`src/charge_time_pkg.sv`:
```
// Package for the charge-time edge control block: offsets, fields, resets.
// Assumes an AHB-Lite bus with 32-bit data and word-aligned registers.
package charge_time_pkg;

  // ****************************************************************
  // Register offsets (byte addresses)
  // ****************************************************************
  localparam logic [11:0] ladder_off  = 12'h000;
  localparam logic [11:0] ctrl_one_off = 12'h004;
  localparam logic [11:0] ctrl_two_off = 12'h008;
  localparam logic [11:0] status_off   = 12'h00c;

  // ****************************************************************
  // Control register one fields
  // ****************************************************************
  localparam int unit_enable_bit       = 15;
  localparam int idle_stop_bit         = 13;
  localparam int delay_gen_bit         = 12;
  localparam int edge_gate_bit         = 11;
  localparam int edge_order_bit        = 10;
  localparam int source_discharge_bit  = 9;
  localparam int trigger_out_en_bit    = 8;
  localparam logic [15:0] ctrl_one_mask  = 16'hbf00;
  localparam logic [15:0] ctrl_one_reset = 16'h0000;

  // ****************************************************************
  // Ladder reference register fields
  // ****************************************************************
  localparam int ladder_power_bit      = 7;
  localparam int ladder_pin_oe_bit     = 6;
  localparam int ladder_supply_bit     = 5;
  localparam int ladder_level_lsb      = 0;
  localparam int ladder_level_width    = 5;
  localparam logic [15:0] ladder_mask  = 16'h00ff;
  localparam logic [15:0] ladder_reset = 16'h0000;

  // ****************************************************************
  // Control register two fields (edge one high byte, edge two low except its flag at bit 9)
  // ****************************************************************
  localparam int first_sens_bit        = 15;
  localparam int first_pol_bit         = 14;
  localparam int first_sel_lsb         = 10;
  localparam int second_flag_bit       = 9;
  localparam int first_flag_bit        = 8;
  localparam int second_sens_bit       = 7;
  localparam int second_pol_bit        = 6;
  localparam int second_sel_lsb        = 2;
  localparam int sel_width             = 4;
  localparam logic [15:0] ctrl_two_mask  = 16'hfffc;
  localparam logic [15:0] ctrl_two_reset = 16'h0000;

endpackage : charge_time_pkg

```
`src/charge_time_edge_control.sv`:
```
// Charge-time unit control with ladder reference, AHB-Lite register slave.
// Assumes synchronous edge sources and a comparator two output as input.
//
// The implementer's own choices: the register addresses and the AHB-Lite interface to the registers.
module charge_time_edge_control (
  input  wire logic        hclk,
  input  wire logic        hresetn,
  input  wire logic        hsel,
  input  wire logic [31:0] haddr,
  input  wire logic [1:0]  htrans,
  input  wire logic        hwrite,
  input  wire logic [2:0]  hsize,
  input  wire logic [31:0] hwdata,
  input  wire logic        hready,
  output logic [31:0]      hrdata,
  output logic             hreadyout,
  output logic             hresp,
  input  wire logic        idle_mode,
  input  wire logic        timer_one_event,
  input  wire logic        output_compare_one,
  input  wire logic [2:0]  input_capture,
  input  wire logic [2:0]  comparator_out,
  input  wire logic [12:0] external_edge_pin,
  output logic             current_source_on,
  output logic             current_source_ground,
  output logic             source_to_second_comparator_b,
  output logic             ladder_to_second_comparator_a,
  output logic             pulse_output,
  output logic             converter_trigger,
  output logic             ladder_power_on,
  output logic             ladder_pin_output_enable,
  output logic             ladder_supply_select,
  output logic [4:0]       ladder_level_select
);

  // ****************************************************************
  // Bus slave
  // ****************************************************************
  logic [15:0] ladder_reg;
  logic [15:0] ctrl_one_reg;
  logic [15:0] ctrl_two_reg;
  logic        wr_pend_reg;
  logic [11:0] wr_addr_reg;
  logic        wr_hit;
  logic        take;
  logic        wr_ctrl_two;
  logic        unit_run;
  logic        gate;
  logic        first_hit;
  logic        second_hit;
  logic        first_set;
  logic        second_set;
  logic        first_next;
  logic        second_next;
  logic        done_reg;
  logic [15:0] first_src;
  logic [15:0] second_src;
  logic [31:0] rd_value;

  assign take      = hsel & hready & htrans[1];
  assign hreadyout = 1'b1;
  assign hresp     = 1'b0;

  always_ff @(posedge hclk or negedge hresetn) begin
    if (!hresetn) begin
      wr_pend_reg <= 1'b0;
      wr_addr_reg <= 12'h000;
    end else begin
      wr_pend_reg <= take & hwrite;
      if (take) begin
        wr_addr_reg <= haddr[11:0];
      end
    end
  end

  // Read data is taken at the address edge so it stands in the data
  // phase; a write still in its data phase is forwarded to the read
  assign wr_hit = wr_pend_reg & (wr_addr_reg == haddr[11:0]);

  always_comb begin
    rd_value = 32'h0000_0000;
    unique case (haddr[11:0])
      charge_time_pkg::ladder_off: begin
        rd_value[15:0] = wr_hit ?
            (hwdata[15:0] & charge_time_pkg::ladder_mask) : ladder_reg;
      end
      charge_time_pkg::ctrl_one_off: begin
        rd_value[15:0] = wr_hit ?
            (hwdata[15:0] & charge_time_pkg::ctrl_one_mask) : ctrl_one_reg;
      end
      charge_time_pkg::ctrl_two_off: begin
        rd_value[15:0] = ctrl_two_reg;
        if (wr_hit)
          rd_value[15:0] = hwdata[15:0] & charge_time_pkg::ctrl_two_mask;
        rd_value[charge_time_pkg::first_flag_bit]  = first_next;
        rd_value[charge_time_pkg::second_flag_bit] = second_next;
      end
      charge_time_pkg::status_off: begin
        rd_value[4:0] = {done_reg, pulse_output, current_source_on,
                         second_set, first_set};
      end
      default: begin
        rd_value = 32'h0000_0000;
      end
    endcase
  end

  always_ff @(posedge hclk or negedge hresetn) begin
    if (!hresetn) begin
      hrdata <= 32'h0000_0000;
    end else if (take & ~hwrite) begin
      hrdata <= rd_value;
    end
  end

  assign wr_ctrl_two = wr_pend_reg &
                       (wr_addr_reg == charge_time_pkg::ctrl_two_off);

  always_ff @(posedge hclk or negedge hresetn) begin
    if (!hresetn) begin
      ladder_reg   <= charge_time_pkg::ladder_reset;
      ctrl_one_reg <= charge_time_pkg::ctrl_one_reset;
    end else if (wr_pend_reg) begin
      if (wr_addr_reg == charge_time_pkg::ladder_off)
        ladder_reg <= hwdata[15:0] & charge_time_pkg::ladder_mask;
      if (wr_addr_reg == charge_time_pkg::ctrl_one_off)
        ctrl_one_reg <= hwdata[15:0] & charge_time_pkg::ctrl_one_mask;
    end
  end

  // ****************************************************************
  // Edge inputs
  // ****************************************************************
  // Edge one: timer, OC, pins 2,1,3..8, captures 1-3, comparators
  assign first_src = {comparator_out, input_capture,
                      external_edge_pin[7:2], external_edge_pin[0],
                      external_edge_pin[1], output_compare_one,
                      timer_one_event};
  // Edge two: pins 2,1,9..13, captures, an unused code, comparators
  assign second_src = {comparator_out, 1'b0, input_capture,
                       external_edge_pin[12:8], external_edge_pin[0],
                       external_edge_pin[1], output_compare_one,
                       timer_one_event};

  edge_detect u_first (
    .hclk           (hclk),
    .hresetn        (hresetn),
    .sources        (first_src),
    .source_select  (ctrl_two_reg[charge_time_pkg::first_sel_lsb +: 4]),
    .polarity       (ctrl_two_reg[charge_time_pkg::first_pol_bit]),
    .edge_sensitive (ctrl_two_reg[charge_time_pkg::first_sens_bit]),
    .event_hit      (first_hit)
  );

  edge_detect u_second (
    .hclk           (hclk),
    .hresetn        (hresetn),
    .sources        (second_src),
    .source_select  (ctrl_two_reg[charge_time_pkg::second_sel_lsb +: 4]),
    .polarity       (ctrl_two_reg[charge_time_pkg::second_pol_bit]),
    .edge_sensitive (ctrl_two_reg[charge_time_pkg::second_sens_bit]),
    .event_hit      (second_hit)
  );

  // ****************************************************************
  // Edge sequencing and status flags
  // ****************************************************************
  assign unit_run = ctrl_one_reg[charge_time_pkg::unit_enable_bit] &
                    ~(idle_mode &
                      ctrl_one_reg[charge_time_pkg::idle_stop_bit]);
  assign gate = unit_run & ctrl_one_reg[charge_time_pkg::edge_gate_bit];
  assign first_set  = ctrl_two_reg[charge_time_pkg::first_flag_bit];
  assign second_set = ctrl_two_reg[charge_time_pkg::second_flag_bit];

  always_comb begin
    first_next  = first_set;
    second_next = second_set;
    if (wr_ctrl_two) begin
      first_next  = hwdata[charge_time_pkg::first_flag_bit];
      second_next = hwdata[charge_time_pkg::second_flag_bit];
    end
    // Hardware set wins over a software clear in the same cycle
    if (gate & first_hit)
      first_next = 1'b1;
    if (gate & second_hit &
        (~ctrl_one_reg[charge_time_pkg::edge_order_bit] | first_set))
      second_next = 1'b1;
  end

  always_ff @(posedge hclk or negedge hresetn) begin
    if (!hresetn) begin
      ctrl_two_reg <= charge_time_pkg::ctrl_two_reset;
    end else begin
      if (wr_ctrl_two)
        ctrl_two_reg <= hwdata[15:0] & charge_time_pkg::ctrl_two_mask;
      ctrl_two_reg[charge_time_pkg::first_flag_bit]  <= first_next;
      ctrl_two_reg[charge_time_pkg::second_flag_bit] <= second_next;
    end
  end

  // ****************************************************************
  // Current source, pulse and trigger
  // ****************************************************************
  assign current_source_on = unit_run & first_set & ~second_set &
      ~ctrl_one_reg[charge_time_pkg::source_discharge_bit];
  // Grounded by software or automatically once the interval closes
  assign current_source_ground =
      ctrl_one_reg[charge_time_pkg::source_discharge_bit] |
      (first_set & second_set);
  // Pulse spans first to second edge; in delay mode the second edge is
  // the comparator trip, so the pulse ends when the capacitor reaches it
  assign pulse_output = unit_run & first_set & ~second_set;
  assign source_to_second_comparator_b = unit_run &
      ctrl_one_reg[charge_time_pkg::delay_gen_bit];
  assign ladder_to_second_comparator_a = source_to_second_comparator_b &
      ladder_power_on;

  always_ff @(posedge hclk or negedge hresetn) begin
    if (!hresetn) begin
      done_reg          <= 1'b0;
      converter_trigger <= 1'b0;
    end else begin
      done_reg <= first_next & second_next;
      converter_trigger <= unit_run & first_next & second_next & ~done_reg &
          ctrl_one_reg[charge_time_pkg::trigger_out_en_bit];
    end
  end

  // ****************************************************************
  // Ladder reference
  // ****************************************************************
  assign ladder_power_on = ladder_reg[charge_time_pkg::ladder_power_bit];
  assign ladder_pin_output_enable = ladder_power_on &
      ladder_reg[charge_time_pkg::ladder_pin_oe_bit];
  assign ladder_supply_select =
      ladder_reg[charge_time_pkg::ladder_supply_bit];
  assign ladder_level_select = ladder_reg[4:0];
endmodule : charge_time_edge_control

```
`src/edge_detect.sv`:
```
// One edge input channel: source selection, polarity and sensitivity.
// Assumes all sources are synchronous to hclk.
module edge_detect (
  input  wire logic        hclk,
  input  wire logic        hresetn,
  input  wire logic [15:0] sources,
  input  wire logic [3:0]  source_select,
  input  wire logic        polarity,
  input  wire logic        edge_sensitive,
  output logic             event_hit
);

  logic raw;
  logic raw_reg;
  logic level_hit;
  logic edge_hit;

  assign raw       = sources[source_select];
  assign level_hit = polarity ? raw : ~raw;
  // History holds the line itself, reset to its idle low level, so
  // neither reset nor a polarity change looks like an edge
  assign edge_hit  = polarity ? (raw & ~raw_reg) : (~raw & raw_reg);

  always_ff @(posedge hclk or negedge hresetn) begin
    if (!hresetn) begin
      raw_reg <= 1'b0;
    end else begin
      raw_reg <= raw;
    end
  end

  // Edge mode fires on the active transition, level mode while active
  assign event_hit = edge_sensitive ? edge_hit : level_hit;

endmodule : edge_detect

```
`config.mk`:
```
export PLATFORM = sky130hd
export DESIGN_NAME = charge_time_edge_control
export DESIGN_NICKNAME = d
export VERILOG_FILES = /design/src/charge_time_pkg.sv /design/src/charge_time_edge_control.sv /design/src/edge_detect.sv
export SDC_FILE = /design/constraint.sdc
export NUM_CORES = 1
export LEC_CHECK = 0
export ABC_AREA = 1
export BUFFER_PORTS_ARGS = -buffer_cell sky130_fd_sc_hd__buf_2
export CAP_MARGIN = 20
export CELL_PAD_IN_SITES_DETAIL_PLACEMENT = 0
export CELL_PAD_IN_SITES_GLOBAL_PLACEMENT = 1
export CORE_ASPECT_RATIO = 0.5
export CORE_MARGIN = 2
export CORE_UTILIZATION = 38
export CTS_BUF_LIST = sky130_fd_sc_hd__clkbuf_8
export DETAILED_ROUTE_END_ITERATION = 10
export GPL_ROUTABILITY_DRIVEN = 0
export HOLD_SLACK_MARGIN = 0.15
export PLACE_DENSITY_LB_ADDON = 0.08
export SYNTH_ARGS = -nofsm -noshare
export SYNTH_HDL_FRONTEND = slang
export SYNTH_SLANG_ARGS = --single-unit
```
`constraint.sdc`:
```
create_clock -name hclk -period 3.96 [get_ports hclk]
set_input_delay 0.198 -clock hclk [delete_from_list [all_inputs] [get_ports hclk]]
set_output_delay 0.198 -clock hclk [all_outputs]
set_load 0.02 [all_outputs]
```
==> Word level (Yosys, flattened, before mapping) <==
Cells that the tools add are included.
{ "totals": {"register_bits": 62, "in_bits": 96} }
{ "classes": {"order_cmp": 2, "n_eq_ne": 6, "n_mux": 19, "bitwise": 40, "n_reduce_logical": 4} }
{ "op_table": {"columns": ["cell", "count"], "rows": [
  ["12-bit by 4-bit == test with 1-bit output (second input constant)", 3],
  ["11-bit case mux with 3 select lines", 1],
  ["16-bit two-way mux", 2],
  ["1-bit AND", 28],
  ["12-bit by 3-bit == test with 1-bit output (second input constant)", 2],
  ["12-bit logical NOT", 2],
  ["5-bit case mux with 4 select lines", 1],
  ["12-bit == test", 1],
  ["1-bit two-way mux", 12],
  ["4-bit by 5-bit less-than comparator with 1-bit output (second input constant)", 2],
  ["1-bit NOT", 10],
  ["1-bit binary-select mux with 4-bit select", 2],
  ["8-bit two-way mux", 1],
  ["2-bit AND reduction", 2],
  ["1-bit OR", 2]
]} }

==> Longest topological paths before layout <==
Gate-level depths: netlist of run 1.
{ "depth": {"ltp_word": 12, "mapped_depth": 14} }

==> Modules after synthesis <==
From an unflattened synthesis of run 1, not the netlist that was laid out.
{ "hier_totals": {"hier_cells": 622, "hier_area_um2": 4115.2} }
{ "modules_own_cells": {"columns": ["mod", "n_inst", "cells_per_inst", "area_each_um2"], "rows": [
  ["charge_time_edge_control", 1, 504, 3509.6],
  ["edge_detect", 2, 59, 302.8]
]} }

==> Worst setup path after synthesis of run 1 <==
Ideal clock, no wire load.
{ "synth_timing": {"kind": "register to register", "from": "reg ctrl_one_reg[13]", "to": "reg hrdata[2]", "arrival_time_ns": 1.536, "path_slack_ns": 2.359, "stages_incl_launch_ff": 8, "path_buffers": 0, "synth_period_minus_slack_ns": 1.601, "path_cell_list": "dfrtp_1 > nand2_1 > nand2_1 > nor4_1 > nand2_1 > nand3_1 > nand2_1 > nand2_1"} }
{ "synth_between": {"elab_chain_len": 7} }
{ "synth_rtl": {"columns": ["item", "line", "source"], "rows": [
  ["from (decl)", "charge_time_edge_control.sv:40", "logic [15:0] ctrl_one_reg;"],
  ["from (signal assigned)", "charge_time_edge_control.sv:122", "ctrl_one_reg <= charge_time_pkg::ctrl_one_reset;"],
  ["from (signal assigned)", "charge_time_edge_control.sv:127", "ctrl_one_reg <= hwdata[15:0] & charge_time_pkg::ctrl_one_mask;"],
  ["1-bit AND", "charge_time_edge_control.sv:169", "~(idle_mode &"],
  ["1-bit NOT", "charge_time_edge_control.sv:169", null],
  ["1-bit AND", "charge_time_edge_control.sv:168", "assign unit_run = ctrl_one_reg[charge_time_pkg::unit_enable_bit] &"],
  ["1-bit AND (3 in a row)", "charge_time_edge_control.sv:204", "assign current_source_on = unit_run & first_set & ~second_set &"],
  ["via current_source_on", "charge_time_edge_control.sv:24", "output logic current_source_on,"],
  ["5-bit case mux with 4 select lines", "charge_time_edge_control.sv:82", "unique case (haddr[11:0])"],
  ["to (signal assigned)", "charge_time_edge_control.sv:112", "hrdata <= rd_value;"],
  ["to (decl)", "charge_time_edge_control.sv:15", "output logic [31:0] hrdata,"]
]} }
The timed path passes the listed nets, and every way through them passes these cells.
A chain may end at the register's enable or synchronous reset.

==> Worst setup path after layout of run 1 <==
{ "layout_timing": {"from": "in haddr[8]", "to": "reg hrdata[15]"} }
{ "layout_between": {"elab_chain_len": 4} }
{ "layout_rtl": {"columns": ["item", "line", "source"], "rows": [
  ["from (decl)", "charge_time_edge_control.sv:9", "input wire logic [31:0] haddr,"],
  ["12-bit == test", "charge_time_edge_control.sv:78", "assign wr_hit = wr_pend_reg & (wr_addr_reg == haddr[11:0]);"],
  ["1-bit AND", "charge_time_edge_control.sv:78", null],
  ["16-bit two-way mux (on tied branches)", "charge_time_edge_control.sv:93, charge_time_edge_control.sv:88", null],
  ["11-bit case mux with 3 select lines (*)", "charge_time_edge_control.sv:82", null]
]} }
Every way passes the cells marked *; elsewhere a longest branch is shown, timed or not.

==> summary.md, run 1 <==
| Metric | Value |
|---|---|
| RSZ-0062 raised after global routing | false |
| Vias in the first global route | around 3.3k |
| Yosys warnings | 0 |
| Via count | between 3k and 4k |
| Post-synthesis cell count | approximately 540 |
| Post-CTS resize count | 0 |
| Max FFs per register | 16 |
| Post-synthesis async set-or-reset flop share | between 90% and 100% |
| Worst Reg2Reg Path Length in Cells | 8 |
| # nets final | 730 |
| H-Tree Level Count | 3 |
| Synth Cell Area | 0.00378 mm^2 |
| Endpoints failing hold | 0 |
| Final cycle utilization of the critical path | between 50% and 60% |
| Final Skew | 0.00959 ns |
| Sw Pwr | between 400 and 500 uW |
| Peak VDD IR | 204 uV |
| Top_reg_cell synth | dfrtp_1 |
| Non-Filler Instances | between 700 and 800 |
| RR Endpoint | hrdata[8]$_DFFE_PN0P_ |
| Max_cap viols | 0 |
| PortBufs | 85 |
| Initial core utilization | roughly two fifths |
| Worst path required time | 4.25 ns |
| Worst skew pair latency | approximately 0.35 ns |
| Filler instances | between 1k and 1.5k |
| Status | finished, final reports clean |
| Num ports | approximately 140 |
| Initial antenna violation count | 0 |
| Post-synth top area share | between 40% and 50% |
| Critical path arrival | between 2 and 3 ns |
| Worst-path maximum fanout | 11 |
| Overall power | roughly 1.6 mW |
| Register area share after synthesis | 41.0% |
| Clock sinks | between 60 and 70 |
| Reg2reg setup slack | 1.65 ns |
| Gr usage total | 19.0% |
| Seq cells post-synth | just over 60 |
| Post-synth EDFFs | 0 |
| Hold Buf Count CTS | 15 |
| Power share of the clock group | about two fifths |
| Startpoint Class | input port |
| HP Start | hwdata[13] |
| Root buf cell | clkbuf_8 |
| WHS Path Cells | 3 |
| DP Wirelength | 7350 um |
| Area grow syn2layout | 21.1% |
| Routed wire length | 9770 um |
| Layout cells sized above 1 | 18.6% |
| 1st-iter DRT viols | between 150 and 200 |
| Worst slew pin tran | between 0.8 and 0.9 ns |
| Post-DRT Antenna Nets | 0 |
| Synth cell types | 33 |
| Dominant cells by area after synthesis | dfrtp_1 (41%), nand2_1 (20%), inv_1 (7.2%) |
| DIE WIDTH | roughly 150 um |
| CTS Buffer Depth | 2 |
| # DRC | 0 |
| Leak pwr | 2.75 nW |
| FP Rows | 25 |
| Placed insts | 742 |
| Largest net degree at the start of global routing | 45 |
| Worst Setup End Kind | flip-flop |
| TritonCTS Buffers | 9 |
| Syn avg cell area | about 7.0 um^2 |
| Area leader, netlist | dfrtp_1 |
| Gate power share | roughly 16% |
| DR pass1 iterations | 4 |
| Endpoints failing setup | 0 |
| Max_slew headroom | 39.8% |
| PD cells | between 300 and 400 mW/mm^2 |
| Routed WL per cell | approximately 13 um |
| Most frequent cells after synthesis | nand2_1 (204), inv_1 (73), dfrtp_1 (62), nand3_1 (42), o21ai_0 (40) |
| Crit path kind | in2reg |
| Vias/cell | between 4 and 5 |
| Clock slew at reported path FFs | 0.08 ns |
| DIE AREA | about 0.011 mm^2 |
| R2R Path Start | wr_addr_reg[6]$_DFFE_PN0P_ |
| FMAX | 0.422 GHz |
| HP Class | in2reg |
| Internal power | 1.15 mW |
| Final slew viol count | 0 |
| Seq pwr share | 44.8% |
| Post-CTS Setup Inserts | 0 |
| Global-route wire length before repair | 15900 um |
| Switching Fraction | between 20% and 30% |
| Count leader, synth | nand2_1 |
| Core Area | about 0.0096 mm^2 |
| Ant. Diodes | 0 |
| Overflow after GRT | 0 |
| Hold EP | ctrl_two_reg[13]$_DFFE_PN0N_ |
| DIE HEIGHT | approximately 75 um |
| Crit path time final | between 2 and 2.5 ns |
| Setup TNS | 0 ns |
| TritonCTS clock tree | yes |
stage by stage:
stage | util, % | instance area [um^2] | hold WS, ns | setup WS [ns]
finish | 47.9 | 4580 | 0.170 | 1.59
global placement | 43.8 | 4190 | 0.430 | 1.60
CTS | 47.6 | 4560 | 0.158 | 1.61
global route | 47.9 | 4580 | 0.161 | 1.29
detailed placement | 43.8 | 4190 | 0.436 | 1.57
floorplan | - | 3840 | -0.0976 | 2.36
routing by layer:
metal / vias up / part of all wire (%) / GRT usage, %
li1: 1846 / - / -
met1: 1584 / 48 / 24.8
met2: 100 / 44 / 31.2
met3: 8 / 6.7 / 5.95
met4: 0 / 1.0 / 5.01
met5: - / 0 / 0
placed cells by master, fill, tap and decap left out, drive strengths merged, types with 3 or more instances in the layout:
master	count
xnor2	4
clkbuf	10
o21ai	60
conb	18
nor2	19
dfrtp	62
buf	87
nand2	205
dlygate4sd3	15
nand4	7
nand3	43
clkinv	3
mux2	6
inv	73
nor3	4
a21oi	7
power by group through the flow:
| stage | Clock [mW] | Sequential (mW) | Combinational, mW |
|---|---|---|---|
| 6_report | 0.631 | 0.720 | 0.255 |
| 5_1_grt | 0.679 | 0.728 | 0.293 |
| 4_1_cts | 0.647 | 0.720 | 0.256 |
| 3_5_place_dp | 0 | 0.732 | 0.244 |
| 3_3_place_gp | 0 | 0.732 | 0.242 |
| 2_1_floorplan | 0 | 0.722 | 0.182 |
how the worst max path moves through the flow:
stage	startpoint	to	slack, ns	cells after the start
floorplan	ctrl_one_reg[13]$_DFFE_PN0P_	hrdata[2]$_DFFE_PN0P_	2.36	7
global placement	htrans[1]	hrdata[15]$_DFFE_PN0P_	1.60	7
detailed placement	htrans[1]	hrdata[15]$_DFFE_PN0P_	1.57	7
CTS	haddr[8]	hrdata[15]$_DFFE_PN0P_	1.61	11
global route	wr_addr_reg[6]$_DFFE_PN0P_	hrdata[8]$_DFFE_PN0P_	1.29	8
finish	haddr[8]	hrdata[15]$_DFFE_PN0P_	1.59	11
critical path, stage by stage:
cell and delay, ns:
dlygate4sd3_1 0.53, buf_2 0.13, inv_1 0.07, nand4_1 0.15
nor2_2 0.21, nand3_1 0.16, nor2_1 0.72, o21ai_0 0.21
nand2_1 0.11, nand3_1 0.08, nand2_1 0.08
logic make-up after synthesis:
kind of cell / after synthesis / synth area share, %
compound gates: 72 / 10.1
xor+xnor: 6 / 1.39
buf+inv: 111 / 14.1
flops: 62 / 41.0
mux: 6 / 1.79
other cells: 2 / 0.199
simple gates: 283 / 31.4
layout make-up:
class	instances	area [um^2]	area share (%)
Clock inverter	6	85.1	1.86
Inverter	74	278	6.06
Tap cell	135	169	3.69
Timing Repair Buffer	102	603	13.2
Sequential cell	62	1550	33.9
Multi-Input combinational cell	385	1760	38.4
Clock buffer	10	138	3.00
No activity file was read; power rests on OpenSTA's default activity.
==> run 2: changes to the inputs <==
--- a/config.mk
+++ b/config.mk
@@ -12,7 +12,7 @@
 export CELL_PAD_IN_SITES_GLOBAL_PLACEMENT = 1
 export CORE_ASPECT_RATIO = 0.5
 export CORE_MARGIN = 2
-export CORE_UTILIZATION = 38
+export CORE_UTILIZATION = 32
 export CTS_BUF_LIST = sky130_fd_sc_hd__clkbuf_8
 export DETAILED_ROUTE_END_ITERATION = 10
 export GPL_ROUTABILITY_DRIVEN = 0
==> constraint.sdc (replaced) <==
create_clock -name hclk -period 1.93 [get_ports hclk]
set_input_delay 0.0965 -clock hclk [delete_from_list [all_inputs] [get_ports hclk]]
set_output_delay 0.0965 -clock hclk [all_outputs]
set_load 0.02 [all_outputs]
==> run 2 against run 1 <==
Effect of this change:
- via count up 2.1%
- cell area rose by 8.4%
- routed wire length rose by 6.1%
- critical path type is now reg2reg
- critical endpoint is now ctrl_one_reg[13]$_DFFE_PN0P_
==> summary.md, run 2 (same netlist as run 1, synthesis figures left out) <==
| Metric | Value |
|---|---|
| Crit path kind | reg2reg |
| TritonCTS Buffers | 9 |
| Gr usage total | between 10% and 20% |
| DP Wirelength | just under 8000 um |
| Hold EP | wr_pend_reg$_DFF_PN0_ |
| PD cells | 686 mW/mm^2 |
| Placement Cell Area | approximately 0.0044 mm^2 |
| Dpl ws | 0.188 ns |
| Worst path required time | around 2.2 ns |
| WHS Path Cells | 4 |
| Root buf cell | clkbuf_8 |
| Crit path time final | approximately 1.8 ns |
| DIE HEIGHT | slightly above 80 um |
| Post-Route Utilization | between 40% and 50% |
| Worst-path maximum fanout | 10 |
| HP Start | htrans[1] |
| Placed insts | between 700 and 800 |
| Vias/cell | 4.33 |
| Hold slack | between 0.2 and 0.3 ns |
| Largest net degree at the start of global routing | 42 |
| 1st-iter DRT viols | 209 |
| Max_slew headroom | between 60% and 70% |
| # DRC | 0 |
| Post-DRT Antenna Nets | 0 |
| Initial antenna violation count | 0 |
| Endpoints failing hold | 0 |
| Initial core utilization | between 30% and 40% |
| TritonCTS clock tree | yes |
| PortBufs | 85 |
| DR pass1 iterations | 4 |
| Leak pwr | 2.94 nW |
| HP Class | in2reg |
| Worst skew pair latency | about 0.35 ns |
| Area grow syn2layout | 31.3% |
| Reg2reg setup slack | 0.17 ns |
| Worst Reg2Reg Path Length in Cells | 9 |
| Overall power | ~3.4 mW |
| Worst Setup End Kind | flip-flop |
| RR Endpoint | ctrl_one_reg[13]$_DFFE_PN0P_ |
| DIE AREA | around 0.013 mm^2 |
| Core Area | approximately 0.011 mm^2 |
| Clock slew at reported path FFs | ~0.070 ns |
| Final slew viol count | 0 |
| Max_cap viols | 0 |
| Clock sinks | between 60 and 70 |
| RSZ-0062 raised after global routing | false |
| Post-route cell area | roughly 0.005 mm^2 |
| Max FFs per register | 16 |
| Most frequent cells in the layout | nand2_1 (204), buf_2 (85), inv_1 (76), dfrtp_1 (62), nand3_1 (41) |
| Final cycle utilization of the critical path | ~91% |
| Startpoint Class | flip-flop |
| FP Rows | 27 |
| DIE WIDTH | approximately 160 um |
| Non-Filler Instances | 834 |
| Final Skew | between 0.006 and 0.007 ns |
| Routed wire length | roughly 10000 um |
| Via count | 3613 |
| Most common cell after layout, fill and taps aside | nand2_1 |
| Peak VDD IR | approximately 270 uV |
| FMAX | around 0.57 GHz |
| Setup TNS | 0 ns |
| H-Tree Level Count | 3 |
| # nets final | around 770 |
| Worst setup margin | 0.167 ns |
| Overflow after GRT | 0 |
| Routed WL per cell | between 10 and 15 um |
| Vias in the first global route | roughly 3.3k |
| Layout cells sized above 1 | 20.0% |
| Status | finished, final reports clean |
| Worst slew pin tran | around 0.56 ns |
| CTS Buffer Depth | 2 |
| Global-route wire length before repair | around 17000 um |
| Ant. Diodes | 0 |
| Num ports | 144 |
| R2R Path Start | wr_addr_reg[8]$_DFFE_PN0P_ |
| Critical path arrival | 1.99 ns |
| Filler instances | 1223 |
| Endpoints failing setup | 0 |
## run 2: how the worst max path moves through the flow
stage / start / to / slack, ns / depth (start not counted)
finish: wr_addr_reg[8]$_DFFE_PN0P_ / ctrl_one_reg[13]$_DFFE_PN0P_ / 0.17 / 9
global route: wr_addr_reg[8]$_DFFE_PN0P_ / ctrl_one_reg[15]$_DFFE_PN0P_ / 0.007 / 8
CTS: haddr[9] / hrdata[15]$_DFFE_PN0P_ / 0.1 / 9
detailed placement: wr_addr_reg[2]$_DFFE_PN0P_ / hrdata[9]$_DFFE_PN0P_ / 0.19 / 9
global placement: wr_addr_reg[6]$_DFFE_PN0P_ / hrdata[8]$_DFFE_PN0P_ / 0.17 / 8
floorplan: ctrl_one_reg[13]$_DFFE_PN0P_ / hrdata[2]$_DFFE_PN0P_ / 0.33 / 7
## run 2: report_power, final
part           internal [mW]  switching, mW  total, mW
Clock                  0.842          0.521       1.36
Sequential              1.38         0.0898       1.47
Combinational          0.244          0.323      0.566
## run 2: layer usage
metal	track usage [%]	wire [um]	up-vias
met5	0	0	-
met4	4.09	72	0
met3	4.75	425	8
met2	27.7	4550	72
met1	23.2	5320	1616
li1	-	-	1917
## run 2: repair_timing
item                                    in CTS  in global routing
hold buffers                                34                  0
endpoints found under the setup margin       0                  7
gates resized for setup                      0                  3
hold endpoints to repair                    72                  0
buffers inserted                             0                  1
## run 2: final cells by class
cell class | instances | area (um^2) | area share, %
Inverter | 74 | 278 | 5.59
Tap cell | 159 | 199 | 4.01
Sequential cell | 62 | 1550 | 31.3
Multi-Input combinational cell | 385 | 1770 | 35.7
Timing Repair Buffer | 138 | 933 | 18.8
Clock buffer | 9 | 124 | 2.49
Clock inverter | 7 | 106 | 2.14
## run 2: critical path, cell delays in order (launching register included)
cell and delay, ns:
dfrtp_1 0.41, nor2_1 0.11, nand2_1 0.05, inv_1 0.09, nand2_1 0.05, nor3_1 0.23
nand4_1 0.29, buf_4 0.27, nand2_1 0.05, o21ai_0 0.08
==> run 3: changes to the inputs <==
--- a/config.mk
+++ b/config.mk
@@ -6,7 +6,7 @@
 export NUM_CORES = 1
 export LEC_CHECK = 0
 export ABC_AREA = 1
-export BUFFER_PORTS_ARGS = -buffer_cell sky130_fd_sc_hd__buf_2
+export BUFFER_PORTS_ARGS = -buffer_cell sky130_fd_sc_hd__clkbuf_2
 export CAP_MARGIN = 20
 export CELL_PAD_IN_SITES_DETAIL_PLACEMENT = 0
 export CELL_PAD_IN_SITES_GLOBAL_PLACEMENT = 1
==> run 3 against run 2 <==
Effect of this change:
- total power decreased by 6.9%
- largest power group unchanged
- highest routed layer unchanged
- sequential power about the same
- cell area decreased by 0.28%
- fmax decreased by 1.5%
- clock power decreased by 18%
- non-clock buffer count increased by 2
- register-to-register slack got worse by 0.03 ns
- global-route usage decreased by 0.062 points
==> summary.md, run 3 (same netlist as run 1, synthesis figures left out) <==
| Metric | Value |
|---|---|
| Area grow syn2layout | 30.9% |
| Gr usage total | 17.2% |
| Final slew viol count | 0 |
| Initial antenna violation count | 0 |
| Leak pwr | around 2.9 nW |
| Startpoint Class | flip-flop |
| Critical path arrival | 2.01 ns |
| 1st-iter DRT viols | 180 |
| CP bufs+invs | 2 |
| Endpoints failing hold | 0 |
| Cell family with most CP delay | simple AND/OR/NAND/NOR gates |
| Worst path required time | approximately 2.2 ns |
| Ant. Diodes | 0 |
| Peak VDD IR | 309 uV |
| Global-route wire length before repair | 16800 um |
| Clock slew at reported path FFs | about 0.07 ns |
| # DRC | 0 |
| Critical path origin | wr_addr_reg[9]$_DFFE_PN0P_ |
| Initial core utilization | between 30 and 40% |
| Worst Setup End Kind | flip-flop |
| FP Rows | 27 |
| Crit path time final | about 1.8 ns |
| DP Wirelength | slightly below 8000 um |
| PortBufs | 85 |
| Max_cap viols | 0 |
| HP Class | in2reg |
| FMAX | 0.559 GHz |
| Via count | 3625 |
| Placed insts | between 700 and 800 |
| Endpoints failing setup | 0 |
| Layout cells sized above 1 | a little over a fifth |
| Status | finished, final reports clean |
| CTS Buffer Depth | 2 |
| Placement Cell Area | between 0.004 and 0.005 mm^2 |
| RSZ-0062 raised after global routing | true |
| Non-Filler Instances | 836 |
| Final Skew | about 0.013 ns |
| Clock sinks | 62 |
| Crit path kind | reg2reg |
| Max FFs per register | 16 |
| TritonCTS Buffers | 9 |
| # nets final | between 700 and 800 |
| Vias in the first global route | 3440 |
| HP Start | comparator_out[0] |
| R2R Path Start | wr_addr_reg[9]$_DFFE_PN0P_ |
| Slowest stage delay, CP | 0.42 ns |
| Overflow after GRT | 0 |
| DIE AREA | 0.0128 mm^2 |
| Final cycle utilization of the critical path | slightly above 90% |
| DIE HEIGHT | 80.9 um |
| CP cell instances | nor2_1 -> nand2_1 -> inv_1 -> nand2_1 -> nor3_1 -> nand4_1 -> buf_4 -> nand2_1 -> o21ai_0 |
| Routed WL per cell | around 12 um |
| Num ports | around 140 |
| Critical-path top delay cell | dfrtp_1 |
| Core Area | 0.0112 mm^2 |
| Post-route cell area | between 0.004 and 0.005 mm^2 |
| Post-DRT Antenna Nets | 0 |
| Worst-path maximum fanout | 10 |
| H-Tree Level Count | 3 |
| Vias/cell | 4.34 |
| TritonCTS clock tree | yes |
| Most frequent CP cell | nand2_1 |
| DIE WIDTH | around 160 um |
| Worst skew pair latency | between 0.3 and 0.4 ns |
| Routed wire length | between 10000 and 15000 um |
| Most frequent cells in the layout | nand2_1 (204), clkbuf_2 (85), inv_1 (73), dfrtp_1 (62), nand3_1 (40) |
| Most common cell after layout, fill and taps aside | nand2_1 |
| Root buf cell | clkbuf_8 |
| PD cells | roughly 640 mW/mm^2 |
| Largest net degree at the start of global routing | 63 |
| DR pass1 iterations | 4 |
-- run 3: final timing paths --
kind,endpoint,slack (ns),cells after the start
hold reg to reg,hrdata[12]$_DFFE_PN0P_,0.48,2
setup / recovery,ctrl_one_reg[15]$_DFFE_PN0P_,0.14,9
hold / removal,u_second.raw_reg$_DFF_PN0_,0.25,5
setup reg to reg,ctrl_one_reg[15]$_DFFE_PN0P_,0.14,9
min in group asynchronous,ctrl_one_reg[9]$_DFFE_PN0P_,0.30,3
max in group asynchronous,ctrl_two_reg[15]$_DFFE_PN0N_,1.35,3
-- run 3: where the power goes --
part           internal, mW  leakage [nW]  switching [mW]  total [mW]
Combinational         0.245          2.12           0.329       0.574
Clock                 0.586        0.0948           0.536        1.12
Sequential             1.38         0.706          0.0892        1.47
Total                  2.22          2.92           0.954        3.17
-- run 3: stage by stage --
stage | setup TNS (ns) | hold WS, ns | utilization, % | power [mW] | setup slack, ns
finish | 0 | 0.251 | 44.0 | 3.17 | 0.140
detailed placement | 0 | 0.147 | 38.9 | 2.02 | 0.149
floorplan | 0 | -0.199 | - | 1.85 | 0.329
CTS | 0 | 0.236 | 43.6 | 3.21 | 0.0848
global placement | 0 | 0.146 | 38.9 | 2.02 | 0.187
global route | -0.00680 | 0.268 | 44.0 | 3.36 | -0.00680
-- run 3: tightest hold or removal path: cells and delay by family --
kind	cells	cell delay (ns)
simple gates	4	0.36
buf+inv	1	0.10
-- run 3: metal layers --
metal | vias up | wire length [um] | GRT usage (%)
li1 | 1921 | - | -
met1 | 1628 | 5270 | 23.2
met2 | 74 | 4550 | 28.2
met3 | 2 | 513 | 4.16
met4 | 0 | 37 | 3.82
met5 | - | 0 | 0
-- run 3: cell type report --
| cell class | instances | area, um^2 |
|---|---|---|
| Multi-Input combinational cell | 385 | 1780 |
| Fill cell | 1247 | 6300 |
| Inverter | 74 | 278 |
| Timing Repair Buffer | 140 | 952 |
| Sequential cell | 62 | 1550 |
| Clock inverter | 7 | 65.1 |
| Tap cell | 159 | 199 |
| Clock buffer | 9 | 124 |
-- run 3: repair_timing --
item / in CTS / in global routing
gates resized for setup: 0 / 7
setup endpoints to repair: 0 / 9
hold endpoints to repair: 113 / 0
hold buffers: 34 / 0
buffers inserted: 0 / 3
